[src/verilog/rtc_pkg.sv]
// Constants for the periodic real-time counter
// Function
// - 8-bit counter advanced by prescaler ticks
// - Software picks 32k, 1k or external clock
// - Units from 31.25 us to 32.768 s
// - 8-bit modulo extends period up to 256x
// - Match with modulo triggers converter start
// - Periodic interrupt period set by software
`default_nettype none
package rtc_pkg;
	localparam logic [7:0] OFS_CTRL = 8'h00;
	localparam logic [7:0] OFS_MOD = 8'h04;
	localparam logic [7:0] OFS_COUNT = 8'h08;
	localparam logic [7:0] OFS_STATUS = 8'h0C;
	localparam logic [7:0] OFS_MASK = 8'h10;
	localparam int CTRL_SRC_LSB = 0;
	localparam int CTRL_PRESC_LSB = 2;
	localparam int CTRL_EN_BIT = 8;
	localparam int STAT_MATCH_BIT = 0;
	localparam logic [8:0] CTRL_RESET = 9'h000;
	localparam logic [7:0] MOD_RESET = 8'hFF;
	localparam logic [7:0] COUNT_RESET = 8'h00;
	localparam logic [5:0] PRESC_LAST = 6'h3B;
	localparam logic [5:0] PRESC_POW2_LAST = 6'h0F;
	localparam logic [5:0] PRESC_LIN_BASE = 6'h09;
	localparam logic [15:0] PRESC_LIN_STEP = 16'h007D;
	typedef enum logic [1:0] {
		SRC_OSC_32K = 2'b00,
		SRC_LPO_1K = 2'b01,
		SRC_EXT = 2'b10,
		SRC_NONE = 2'b11
	} clk_src_t;
	// Divide ratio: 0..15 give 2^n (up to 32768), 16..59 give 125*(n-9), up to 6250
	function automatic logic [15:0] presc_ratio(input logic [5:0] sel);
		logic [5:0] s;
		s = (sel > PRESC_LAST) ? PRESC_LAST : sel;
		if (s <= PRESC_POW2_LAST) begin
			presc_ratio = 16'h0001 << s[3:0];
		end else begin
			presc_ratio = 16'(PRESC_LIN_STEP * 16'(s - PRESC_LIN_BASE));
		end
	endfunction : presc_ratio
endpackage : rtc_pkg
`default_nettype wire

[src/verilog/rtc_counter.sv]
// Periodic real-time counter with APB registers
`default_nettype none
module rtc_counter
	import rtc_pkg::*;
(
	input wire logic pclk, // System clock, 50 MHz
	input wire logic presetn, // Async reset, active low
	input wire logic psel, // APB select
	input wire logic penable, // APB enable
	input wire logic pwrite, // APB direction
	input wire logic [7:0] paddr, // APB byte address
	input wire logic [31:0] pwdata, // APB write data
	output logic [31:0] prdata, // APB read data
	output logic pready, // APB ready
	output logic pslverr, // APB error, unmapped address
	input wire logic osc_32khz_tick, // 32 kHz enable pulse
	input wire logic low_power_osc_1khz_tick, // 1 kHz enable pulse
	input wire logic ext_osc_tick, // External crystal pulse
	output logic adc_trigger, // Converter start pulse
	output logic irq // Level interrupt
);
	logic [8:0] ctrl;
	logic [7:0] modulo;
	logic [7:0] count;
	logic [7:0] next_count;
	logic match_flag;
	logic match_mask;
	logic unit_tick;
	logic match_evt;
	logic wr;
	logic rd;
	logic mapped;
	logic run;

	assign wr = psel && penable && pwrite;
	assign rd = psel && !pwrite;
	assign pready = 1'b1;
	assign run = ctrl[CTRL_EN_BIT];

	always_comb begin
		case (paddr)
			OFS_CTRL, OFS_MOD, OFS_COUNT, OFS_STATUS, OFS_MASK: mapped = 1'b1;
			default: mapped = 1'b0;
		endcase
	end

	assign pslverr = psel && penable && !mapped;

	rtc_prescaler u_presc (
		.pclk(pclk),
		.presetn(presetn),
		.run(run),
		.src(clk_src_t'(ctrl[CTRL_SRC_LSB +: 2])),
		.presc_sel(ctrl[CTRL_PRESC_LSB +: 6]),
		.osc_32khz_tick(osc_32khz_tick),
		.low_power_osc_1khz_tick(low_power_osc_1khz_tick),
		.ext_osc_tick(ext_osc_tick),
		.unit_tick(unit_tick)
	);

	// Control and modulo registers
	always_ff @(posedge pclk or negedge presetn) begin
		if (!presetn) begin
			ctrl <= CTRL_RESET;
			modulo <= MOD_RESET;
			match_mask <= 1'b0;
		end else if (wr) begin
			case (paddr)
				OFS_CTRL: ctrl <= pwdata[8:0];
				OFS_MOD: modulo <= pwdata[7:0];
				OFS_MASK: match_mask <= pwdata[STAT_MATCH_BIT];
				default: ;
			endcase
		end
	end

	// Counter wraps after reaching the modulo value
	assign next_count = (count == modulo) ? COUNT_RESET : count + 8'h01;
	assign match_evt = unit_tick && (next_count == modulo);

	always_ff @(posedge pclk or negedge presetn) begin
		if (!presetn) begin
			count <= COUNT_RESET;
		end else if (!run) begin
			count <= COUNT_RESET;
		end else if (unit_tick) begin
			count <= next_count;
		end
	end

	// Sticky match flag: a new event beats a same-cycle clear
	always_ff @(posedge pclk or negedge presetn) begin
		if (!presetn) begin
			match_flag <= 1'b0;
		end else if (match_evt) begin
			match_flag <= 1'b1;
		end else if (wr && paddr == OFS_STATUS && pwdata[STAT_MATCH_BIT]) begin
			match_flag <= 1'b0;
		end
	end

	always_ff @(posedge pclk or negedge presetn) begin
		if (!presetn) begin
			adc_trigger <= 1'b0;
			irq <= 1'b0;
		end else begin
			adc_trigger <= match_evt;
			irq <= (match_flag || match_evt) && match_mask;
		end
	end

	always_ff @(posedge pclk or negedge presetn) begin
		if (!presetn) begin
			prdata <= 32'h00000000;
		end else if (rd && !penable) begin
			case (paddr)
				OFS_CTRL: prdata <= {23'h000000, ctrl};
				OFS_MOD: prdata <= {24'h000000, modulo};
				OFS_COUNT: prdata <= {24'h000000, count};
				OFS_STATUS: prdata <= {31'h00000000, match_flag};
				OFS_MASK: prdata <= {31'h00000000, match_mask};
				default: prdata <= 32'h00000000;
			endcase
		end
	end

	a_count_steps: assert property (@(posedge pclk) disable iff (!presetn)
		run && !unit_tick && $past(run) |=> $stable(count))
		else $error("count moved without a prescaler tick");

	a_src_select: assert property (@(posedge pclk) disable iff (!presetn)
		ctrl[1:0] == 2'b11 && run ##1 ctrl[1:0] == 2'b11 |-> !unit_tick)
		else $error("tick with no source selected");

	a_count_bound: assert property (@(posedge pclk) disable iff (!presetn)
		unit_tick && $past(count) <= $past(modulo) && $stable(modulo) && $past(run)
		|-> count <= modulo)
		else $error("count passed the modulo value");

	a_trigger_match: assert property (@(posedge pclk) disable iff (!presetn)
		adc_trigger |-> count == $past(modulo) && $past(unit_tick))
		else $error("converter trigger without a match");

	a_irq_level: assert property (@(posedge pclk) disable iff (!presetn)
		match_flag && match_mask ##1 match_mask |-> irq)
		else $error("interrupt missing for unmasked flag");

	a_wrap_zero: assert property (@(posedge pclk) disable iff (!presetn)
		run && count == modulo && unit_tick ##0 $stable(modulo)
		|=> count == 8'h00 || !run)
		else $error("counter did not wrap to zero");

	a_flag_sticks: assert property (@(posedge pclk) disable iff (!presetn)
		adc_trigger |-> match_flag)
		else $error("match flag not set on event");

	c_match: cover property (@(posedge pclk) disable iff (!presetn) adc_trigger);
	c_irq: cover property (@(posedge pclk) disable iff (!presetn) $rose(irq));
	c_clear: cover property (@(posedge pclk) disable iff (!presetn) $fell(match_flag));
endmodule : rtc_counter
`default_nettype wire

[src/verilog/rtc_prescaler.sv]
// Clock source select and prescaler for the real-time counter
`default_nettype none
module rtc_prescaler
	import rtc_pkg::*;
(
	input wire logic pclk, // System clock
	input wire logic presetn, // Async reset, active low
	input wire logic run, // Counting enabled
	input wire clk_src_t src, // Selected source
	input wire logic [5:0] presc_sel, // Prescaler setting
	input wire logic osc_32khz_tick, // 32 kHz enable pulse
	input wire logic low_power_osc_1khz_tick, // 1 kHz enable pulse
	input wire logic ext_osc_tick, // External crystal pulse
	output logic unit_tick // One pulse per counting unit
);
	logic src_tick;
	logic [15:0] div_cnt;
	logic [15:0] ratio;

	always_comb begin
		case (src)
			SRC_OSC_32K: src_tick = osc_32khz_tick;
			SRC_LPO_1K: src_tick = low_power_osc_1khz_tick;
			SRC_EXT: src_tick = ext_osc_tick;
			default: src_tick = 1'b0;
		endcase
	end

	assign ratio = presc_ratio(presc_sel);

	always_ff @(posedge pclk or negedge presetn) begin
		if (!presetn) begin
			div_cnt <= 16'h0000;
			unit_tick <= 1'b0;
		end else if (!run) begin
			div_cnt <= 16'h0000;
			unit_tick <= 1'b0;
		end else if (src_tick) begin
			if (div_cnt >= ratio - 16'h0001) begin
				div_cnt <= 16'h0000;
				unit_tick <= 1'b1;
			end else begin
				div_cnt <= div_cnt + 16'h0001;
				unit_tick <= 1'b0;
			end
		end else begin
			unit_tick <= 1'b0;
		end
	end

	a_tick_needs_src: assert property (@(posedge pclk) disable iff (!presetn)
		unit_tick |-> $past(src_tick) && $past(run))
		else $error("prescaler tick without a source tick");
endmodule : rtc_prescaler
`default_nettype wire

[config.mk]
export PLATFORM = sky130hd
export DESIGN_NAME = rtc_counter
export DESIGN_NICKNAME = d
export VERILOG_FILES = /design/src/verilog/rtc_pkg.sv /design/src/verilog/rtc_counter.sv /design/src/verilog/rtc_prescaler.sv
export SDC_FILE = /design/constraint.sdc
export NUM_CORES = 1
export LEC_CHECK = 0
export BUFFER_PORTS_ARGS = -buffer_cell sky130_fd_sc_hd__buf_4
export CORE_MARGIN = 4
export CORE_UTILIZATION = 56
export DETAILED_ROUTE_END_ITERATION = 8
export PLACE_DENSITY_LB_ADDON = 0.1
export SYNTH_ARGS = -nofsm -noshare
export SYNTH_HDL_FRONTEND = slang
export SYNTH_HIERARCHICAL = 1
export SYNTH_SLANG_ARGS = --single-unit
[constraint.sdc]
create_clock -name pclk -period 9.5 [get_ports pclk]
set_input_delay 1.425 -clock pclk [delete_from_list [all_inputs] [get_ports pclk]]
set_output_delay 1.425 -clock pclk [all_outputs]
set_load 0.1 [all_outputs]
[Word-level counts from Yosys, hierarchy flattened]
Cells that the tools add are included.
Word-level totals
  flip-flop bits (word level): 78
  output and inout bits: 36
  input bits: 48
  word-level logic and storage cells: 65
Cells by class
  add/subtract/negate cells: 4
  multipliers: 1
  shift operators: 1
  reduce and logical (&&, ||, !) cells: 20
  magnitude comparators: 3
  muxes and demuxes: 16
  equal/unequal tests: 10
Operators with widths (number)
  16-bit two-way mux: 4
  9-bit one-hot mux with 5 select lines: 1
  8-bit two-way mux: 3
  16-bit by 1-bit adder with 16-bit output (second input constant): 1
  8-bit by 4-bit == test with 1-bit output (second input constant): 2
  8-bit == test: 2
  16-bit greater-or-equal comparator: 1
  7-bit by 16-bit multiplier with 16-bit output (first input constant): 1
  1-bit by 4-bit left shift with 16-bit output (first input constant): 1
  16-bit by 1-bit subtractor with 16-bit output (second input constant): 1
  1-bit logical AND: 9
  8-bit by 1-bit adder with 8-bit output (second input constant): 1
  8-bit by 3-bit == test with 1-bit output (second input constant): 1
  8-bit by 5-bit == test with 1-bit output (second input constant): 1
  8-bit zero test: 1
  6-bit by 4-bit subtractor with 7-bit output (second input constant): 1
  6-bit greater-than comparator (second input constant): 1
  6-bit by 4-bit <= comparator with 1-bit output (second input constant): 1
  1-bit two-way mux: 6
  6-bit two-way mux: 1
  2-bit AND reduction: 3
  5-bit OR reduction: 1
  2-bit by 1-bit inequality test with 1-bit output (second input constant): 2
  1-bit zero test: 3
  other kinds (6): 6

[Logic depth before layout (Yosys ltp)]
  depth in word-level cells: 10
  depth in mapped cells: 33
  gate-level depth less buffers: 31

[Hierarchy]
Netlist, hierarchy kept.
Modules (own cells, without submodules)
  rtc_prescaler: cells each 379, instances 1, area each 3145.5 µm², seq. area each 425.4 µm²
  rtc_counter: cells each 244, instances 1, area each 2524.9 µm², seq. area each 960.9 µm²

[Least setup slack after synthesis]
No wires, ideal clock.
  path type: reg2reg
  from: reg ctrl[5]
  to: reg u_presc.div_cnt[9]
  period minus slack after synthesis: 7289 ps
  buffers on the path: 1
  setup time: 80 ps
  arrival: 7209 ps
  path slack: 2211 ps
  stages on the path, launching flop included: 30
  data required time: 9420 ps
  cells stage by stage: dfrtp_1 buf_1 and3_1 nand2_1 nand2b_1 inv_1 ha_1 xor2_1 fa_1 inv_1 ha_1 inv_1 fa_1 inv_1 fa_1 fa_1 a211o_1 a311oi_2 or3_1 a31o_2 nand4_1 nor3b_2 xnor2_1 ha_1 a21o_1 a21o_1 a21oi_2 o21ai_1 or4_1 a21oi_1
Between the ends
  word-level cells in the longest chain between the ends: 10
  elaborated cells between the ends (all ways): 12
  classes of those cells: add/sub (2); mul (1); order compare (3); shift (1); mux (5)
RTL lines
  start: declaration: RTL line rtc_counter.sv:22  | logic [8:0] ctrl;
  start signal: assignment: RTL line rtc_counter.sv:69  | OFS_CTRL: ctrl <= pwdata[8:0];
  6-bit greater-than comparator: RTL line rtc_pkg.sv:36  | s = (sel > PRESC_LAST) ? PRESC_LAST : sel;
  6-bit two-way mux (*): RTL line rtc_pkg.sv:36
  6-bit by 4-bit subtractor with 7-bit output: RTL line rtc_pkg.sv:40  | presc_ratio = 16'(PRESC_LIN_STEP * 16'(s - PRESC_LIN_BASE));
  7-bit by 16-bit multiplier with 16-bit output: RTL line rtc_pkg.sv:40
  16-bit two-way mux (*): RTL line rtc_pkg.sv:37  | if (s <= PRESC_POW2_LAST) begin
  16-bit by 1-bit subtractor with 16-bit output (*): RTL line rtc_prescaler.sv:39  | if (div_cnt >= ratio - 16'h0001) begin
  16-bit greater-or-equal comparator (*): RTL line rtc_prescaler.sv:39
  16-bit two-way mux (*): RTL line rtc_prescaler.sv:39
  16-bit two-way mux (*): RTL line rtc_prescaler.sv:38  | end else if (src_tick) begin
  16-bit two-way mux (*): RTL line rtc_prescaler.sv:35  | end else if (!run) begin
  end signal: assignment: RTL line rtc_prescaler.sv:43  | div_cnt <= div_cnt + 16'h0001;
  end: declaration: RTL line rtc_prescaler.sv:17  | logic [15:0] div_cnt;
Every way passes the cells marked *; elsewhere a longest branch is shown, timed or not. The select of a mux whose other input is x is not followed.
A chain may end at the register's enable or synchronous reset.

[Worst setup path after layout]
Same ends and word-level chain as after synthesis.

==> run metrics <==
DRC Markers=0; Non-Filler Instances=slightly below 800; Top Metal Used=met4; commonest non-fill, non-tap cell in the layout=nand2_1; first-pass GRT wire length=21,310 µm; VDD IR max=0.00008126 V; relative slew slack=48.19%; Tmin final=8.284 ns; CP Buf/Inv Count=5; vias in the first global route=around 4.5k; H-Tree Depth=2; fmax=0.1207 GHz; fin. max-slew vios=0; commonest cells after routing, fill and taps aside=nand2_1, ha_1, dfrtp_1; Worst EP required=9.73 ns; outcome=completed; Crit path max-delay family=adder cells; mean area per synthesized cell=roughly 9.1 µm²; Hold Crit Class=reg2reg; layout cell share with drive strength beyond 1=15.86%; slowest cell on the critical path=dfrtp_1; Die X=about 110 µm; Starting Density=57.75%; fin util=60.87%; Num CTS Buffers=5; DR WL/cell=16.07 µm; Routability Congestion=0.8891; clk_lat worst skew=0.31 ns; most used flip-flop cell after synthesis=dfrtp_1; DR iter-0 viols=233; Cell variety after synth=a little over 80; RSZ-0062 raised after global routing=no; # setup viols final=0; Synth Area in XOR/XNOR=6.443%; metal2 WL=between 6000 and 7000 µm; pre-CTS setup slack=1.266 ns; PortBufs=36; initial antenna violation count=0; worst hold path startpoint=prdata[8]$_DFFE_PN0P_; gr ovfl total=0; CTS max path bufs=2; crit path kind=reg2reg; largest net degree at the start of global routing=56; Die Ht=around 110 µm; clock root buffer=clkbuf_8; DP Wirelength=9728 µm; final hold violation count=0; row count=36; Mapped Area=0.005670 mm²; Placed Instances=768; sequential-to-total area share from yosys stat=24.45%; setup_tns=0 ns; post-placement cell area=0.005878 mm²; fin crit share=87.20%; main combinational cell family by area after synthesis=simple AND/OR/NAND/NOR gates; number of routed nets with antenna violations=0; Total GRT Usage=22.26%; io pins=84; PD cells=between 100 and 150 mW/mm²; fill cell count=approximately 920; reg-to-reg critical path startpoint=ctrl[5]$_DFFE_PN0P_; DR vias/cell=5.861; Worst R2R End=u_presc/div_cnt[9]$_DFFE_PN0P_; post-cts gate resize count=0; final net count=758; Post-Synth Simple-Gate Area=20.98%; Core Footprint=between 0.009 and 0.01 mm²; cell repeated most along the worst path=inv_1; yosys warns=6; WHS Path Cells=2; Finished Cell Area=0.005977 mm²; Mapped Cells=623; routed vias=4,548; final worst slack=1.216 ns; post-CTS setup buffers=0; Synth Area in Adders=around 17%; Post-Route WL=between 10,000 and 15,000 µm; leakage=between 2 and 3 nW; async set or reset register ratio after synthesis=100.0%; 1st-pass router iterations=4; Hold Path Sink=prdata[8]$_DFFE_PN0P_; Synth Area in Compound Gates=16.44%; TritonCTS Sinks=55; Layout area overhead=5.406%; Post-synth EDFFs=0; Hold Slack=0.4919 ns; die area=0.01180 mm²; Final Total Pwr=0.7312 mW; Clock Skew=0.01212 ns; CP max FO=15; CTS tree=yes; Critical Path Start Type=flip-flop; multiplexer share of the synthesized area=6.620%; met3 wire len=477 µm; Critical Path End Type=flip-flop; M1 WL=around 5400 µm; clock-pin slew on the worst setup and hold paths=0.10 ns; worst-margin pin slew=0.7719 ns; Max Cap Violations=0; hold_buf cts=0; worst path arrival time=around 8.5 ns; r2r setup slk=1.22 ns; Antenna diodes=0; slowest cell delay on critical path=0.63 ns; cells on worst reg2reg path=31; FF+latch count, synth=55
-- worst min-delay path: cells and delay by family, from the launching register on --
family             cells  cell delay [ns]
DFF                    1             0.36
AOI/OAI and AO/OA      1             0.06
and+or+nand+nor        1             0.05
-- registers in the layout, indices dropped and copies added (netlist names) --
| register | count |
|---|---|
| adc_trigger | 1 |
| count | 8 |
| ctrl | 9 |
| irq | 1 |
| match_flag | 1 |
| match_mask | 1 |
| modulo | 8 |
| prdata | 9 |
| u_presc/div_cnt | 16 |
| u_presc/unit_tick | 1 |
-- cells in the mapped netlist, types with 4 or more instances --
| library cell | instances | area, µm² |
|---|---|---|
| buf_4 | 25 | 187.7 |
| dfstp_2 | 8 | 210.2 |
| mux2_2 | 10 | 112.6 |
| o31ai_1 | 9 | 67.56 |
| clkbuf_1 | 9 | 33.78 |
| and2_1 | 6 | 37.54 |
| buf_2 | 5 | 25.02 |
| o21ai_0 | 18 | 90.09 |
| buf_6 | 6 | 67.56 |
| o221ai_1 | 4 | 35.03 |
| mux2_4 | 8 | 120.1 |
| fa_1 | 13 | 260.3 |
| nand4_1 | 9 | 56.30 |
| inv_1 | 36 | 135.1 |
| and4_1 | 4 | 35.03 |
| nor4_1 | 9 | 56.30 |
| nor2b_1 | 12 | 75.07 |
| a31o_2 | 5 | 43.79 |
| nand3_1 | 23 | 115.1 |
| xor2_1 | 20 | 175.2 |
| dfrtp_1 | 47 | 1176 |
| nand2b_1 | 5 | 31.28 |
| and3_1 | 20 | 125.1 |
| nor2_1 | 31 | 116.4 |
| ha_1 | 55 | 688.2 |
| nand2_1 | 57 | 214.0 |
| nor3_1 | 5 | 25.02 |
| a22oi_1 | 9 | 67.56 |
| or3_1 | 9 | 56.30 |
| a21oi_1 | 31 | 155.2 |
| mux2i_1 | 12 | 120.1 |
| xnor2_1 | 16 | 140.1 |
| a21o_1 | 10 | 75.07 |
| a21boi_0 | 5 | 37.54 |
-- worst max-delay path by stage --
stage                              from                             end  slack, ns  cells after the start
floorplan           ctrl[5]$_DFFE_PN0P_  u_presc/div_cnt[9]$_DFFE_PN0P_       2.21                     29
global placement    ctrl[5]$_DFFE_PN0P_  u_presc/div_cnt[9]$_DFFE_PN0P_       1.39                     28
detailed placement  ctrl[5]$_DFFE_PN0P_  u_presc/div_cnt[9]$_DFFE_PN0P_       1.27                     31
CTS                 ctrl[5]$_DFFE_PN0P_  u_presc/div_cnt[9]$_DFFE_PN0P_       1.24                     31
global route        ctrl[5]$_DFFE_PN0P_  u_presc/div_cnt[9]$_DFFE_PN0P_       0.58                     31
finish              ctrl[5]$_DFFE_PN0P_  u_presc/div_cnt[9]$_DFFE_PN0P_       1.22                     31
-- power breakdown --
| group | switching, mW | internal [mW] | total [mW] |
|---|---|---|---|
| registers | 0.00281 | 0.236 | 0.239 |
| logic | 0.225 | 0.127 | 0.353 |
| clock network | 0.0800 | 0.0598 | 0.140 |
-- cell type report --
class                      count  area, µm²  area share (%)
clock buffer                   6      82.58           1.382
clock inverter                 2      16.27          0.2721
timing repair buffer          38      285.3           4.773
tap                          133      166.4           2.784
sequential                    55       1386           23.19
inverter                      37      138.9           2.324
multi-input combinational    505       3901           65.27
-- routing by layer --
layer	vias to the layer above	GRT usage, %
met3	12	2.842
met1	2201	27.78
met4	0	5.951
li1	2234	-
met2	101	40.42
met5	-	0
-- kinds of logic after synthesis --
logic type	count (synthesis)
AND/OR/NAND/NOR	217
AO/OA/AOI/OAI	127
buffers and inverters	85
adder cells (fa/ha/maj)	68
flip-flops	55
XOR/XNOR	38
multiplexers	31
other	2
Power figures use the tool's default switching activity.
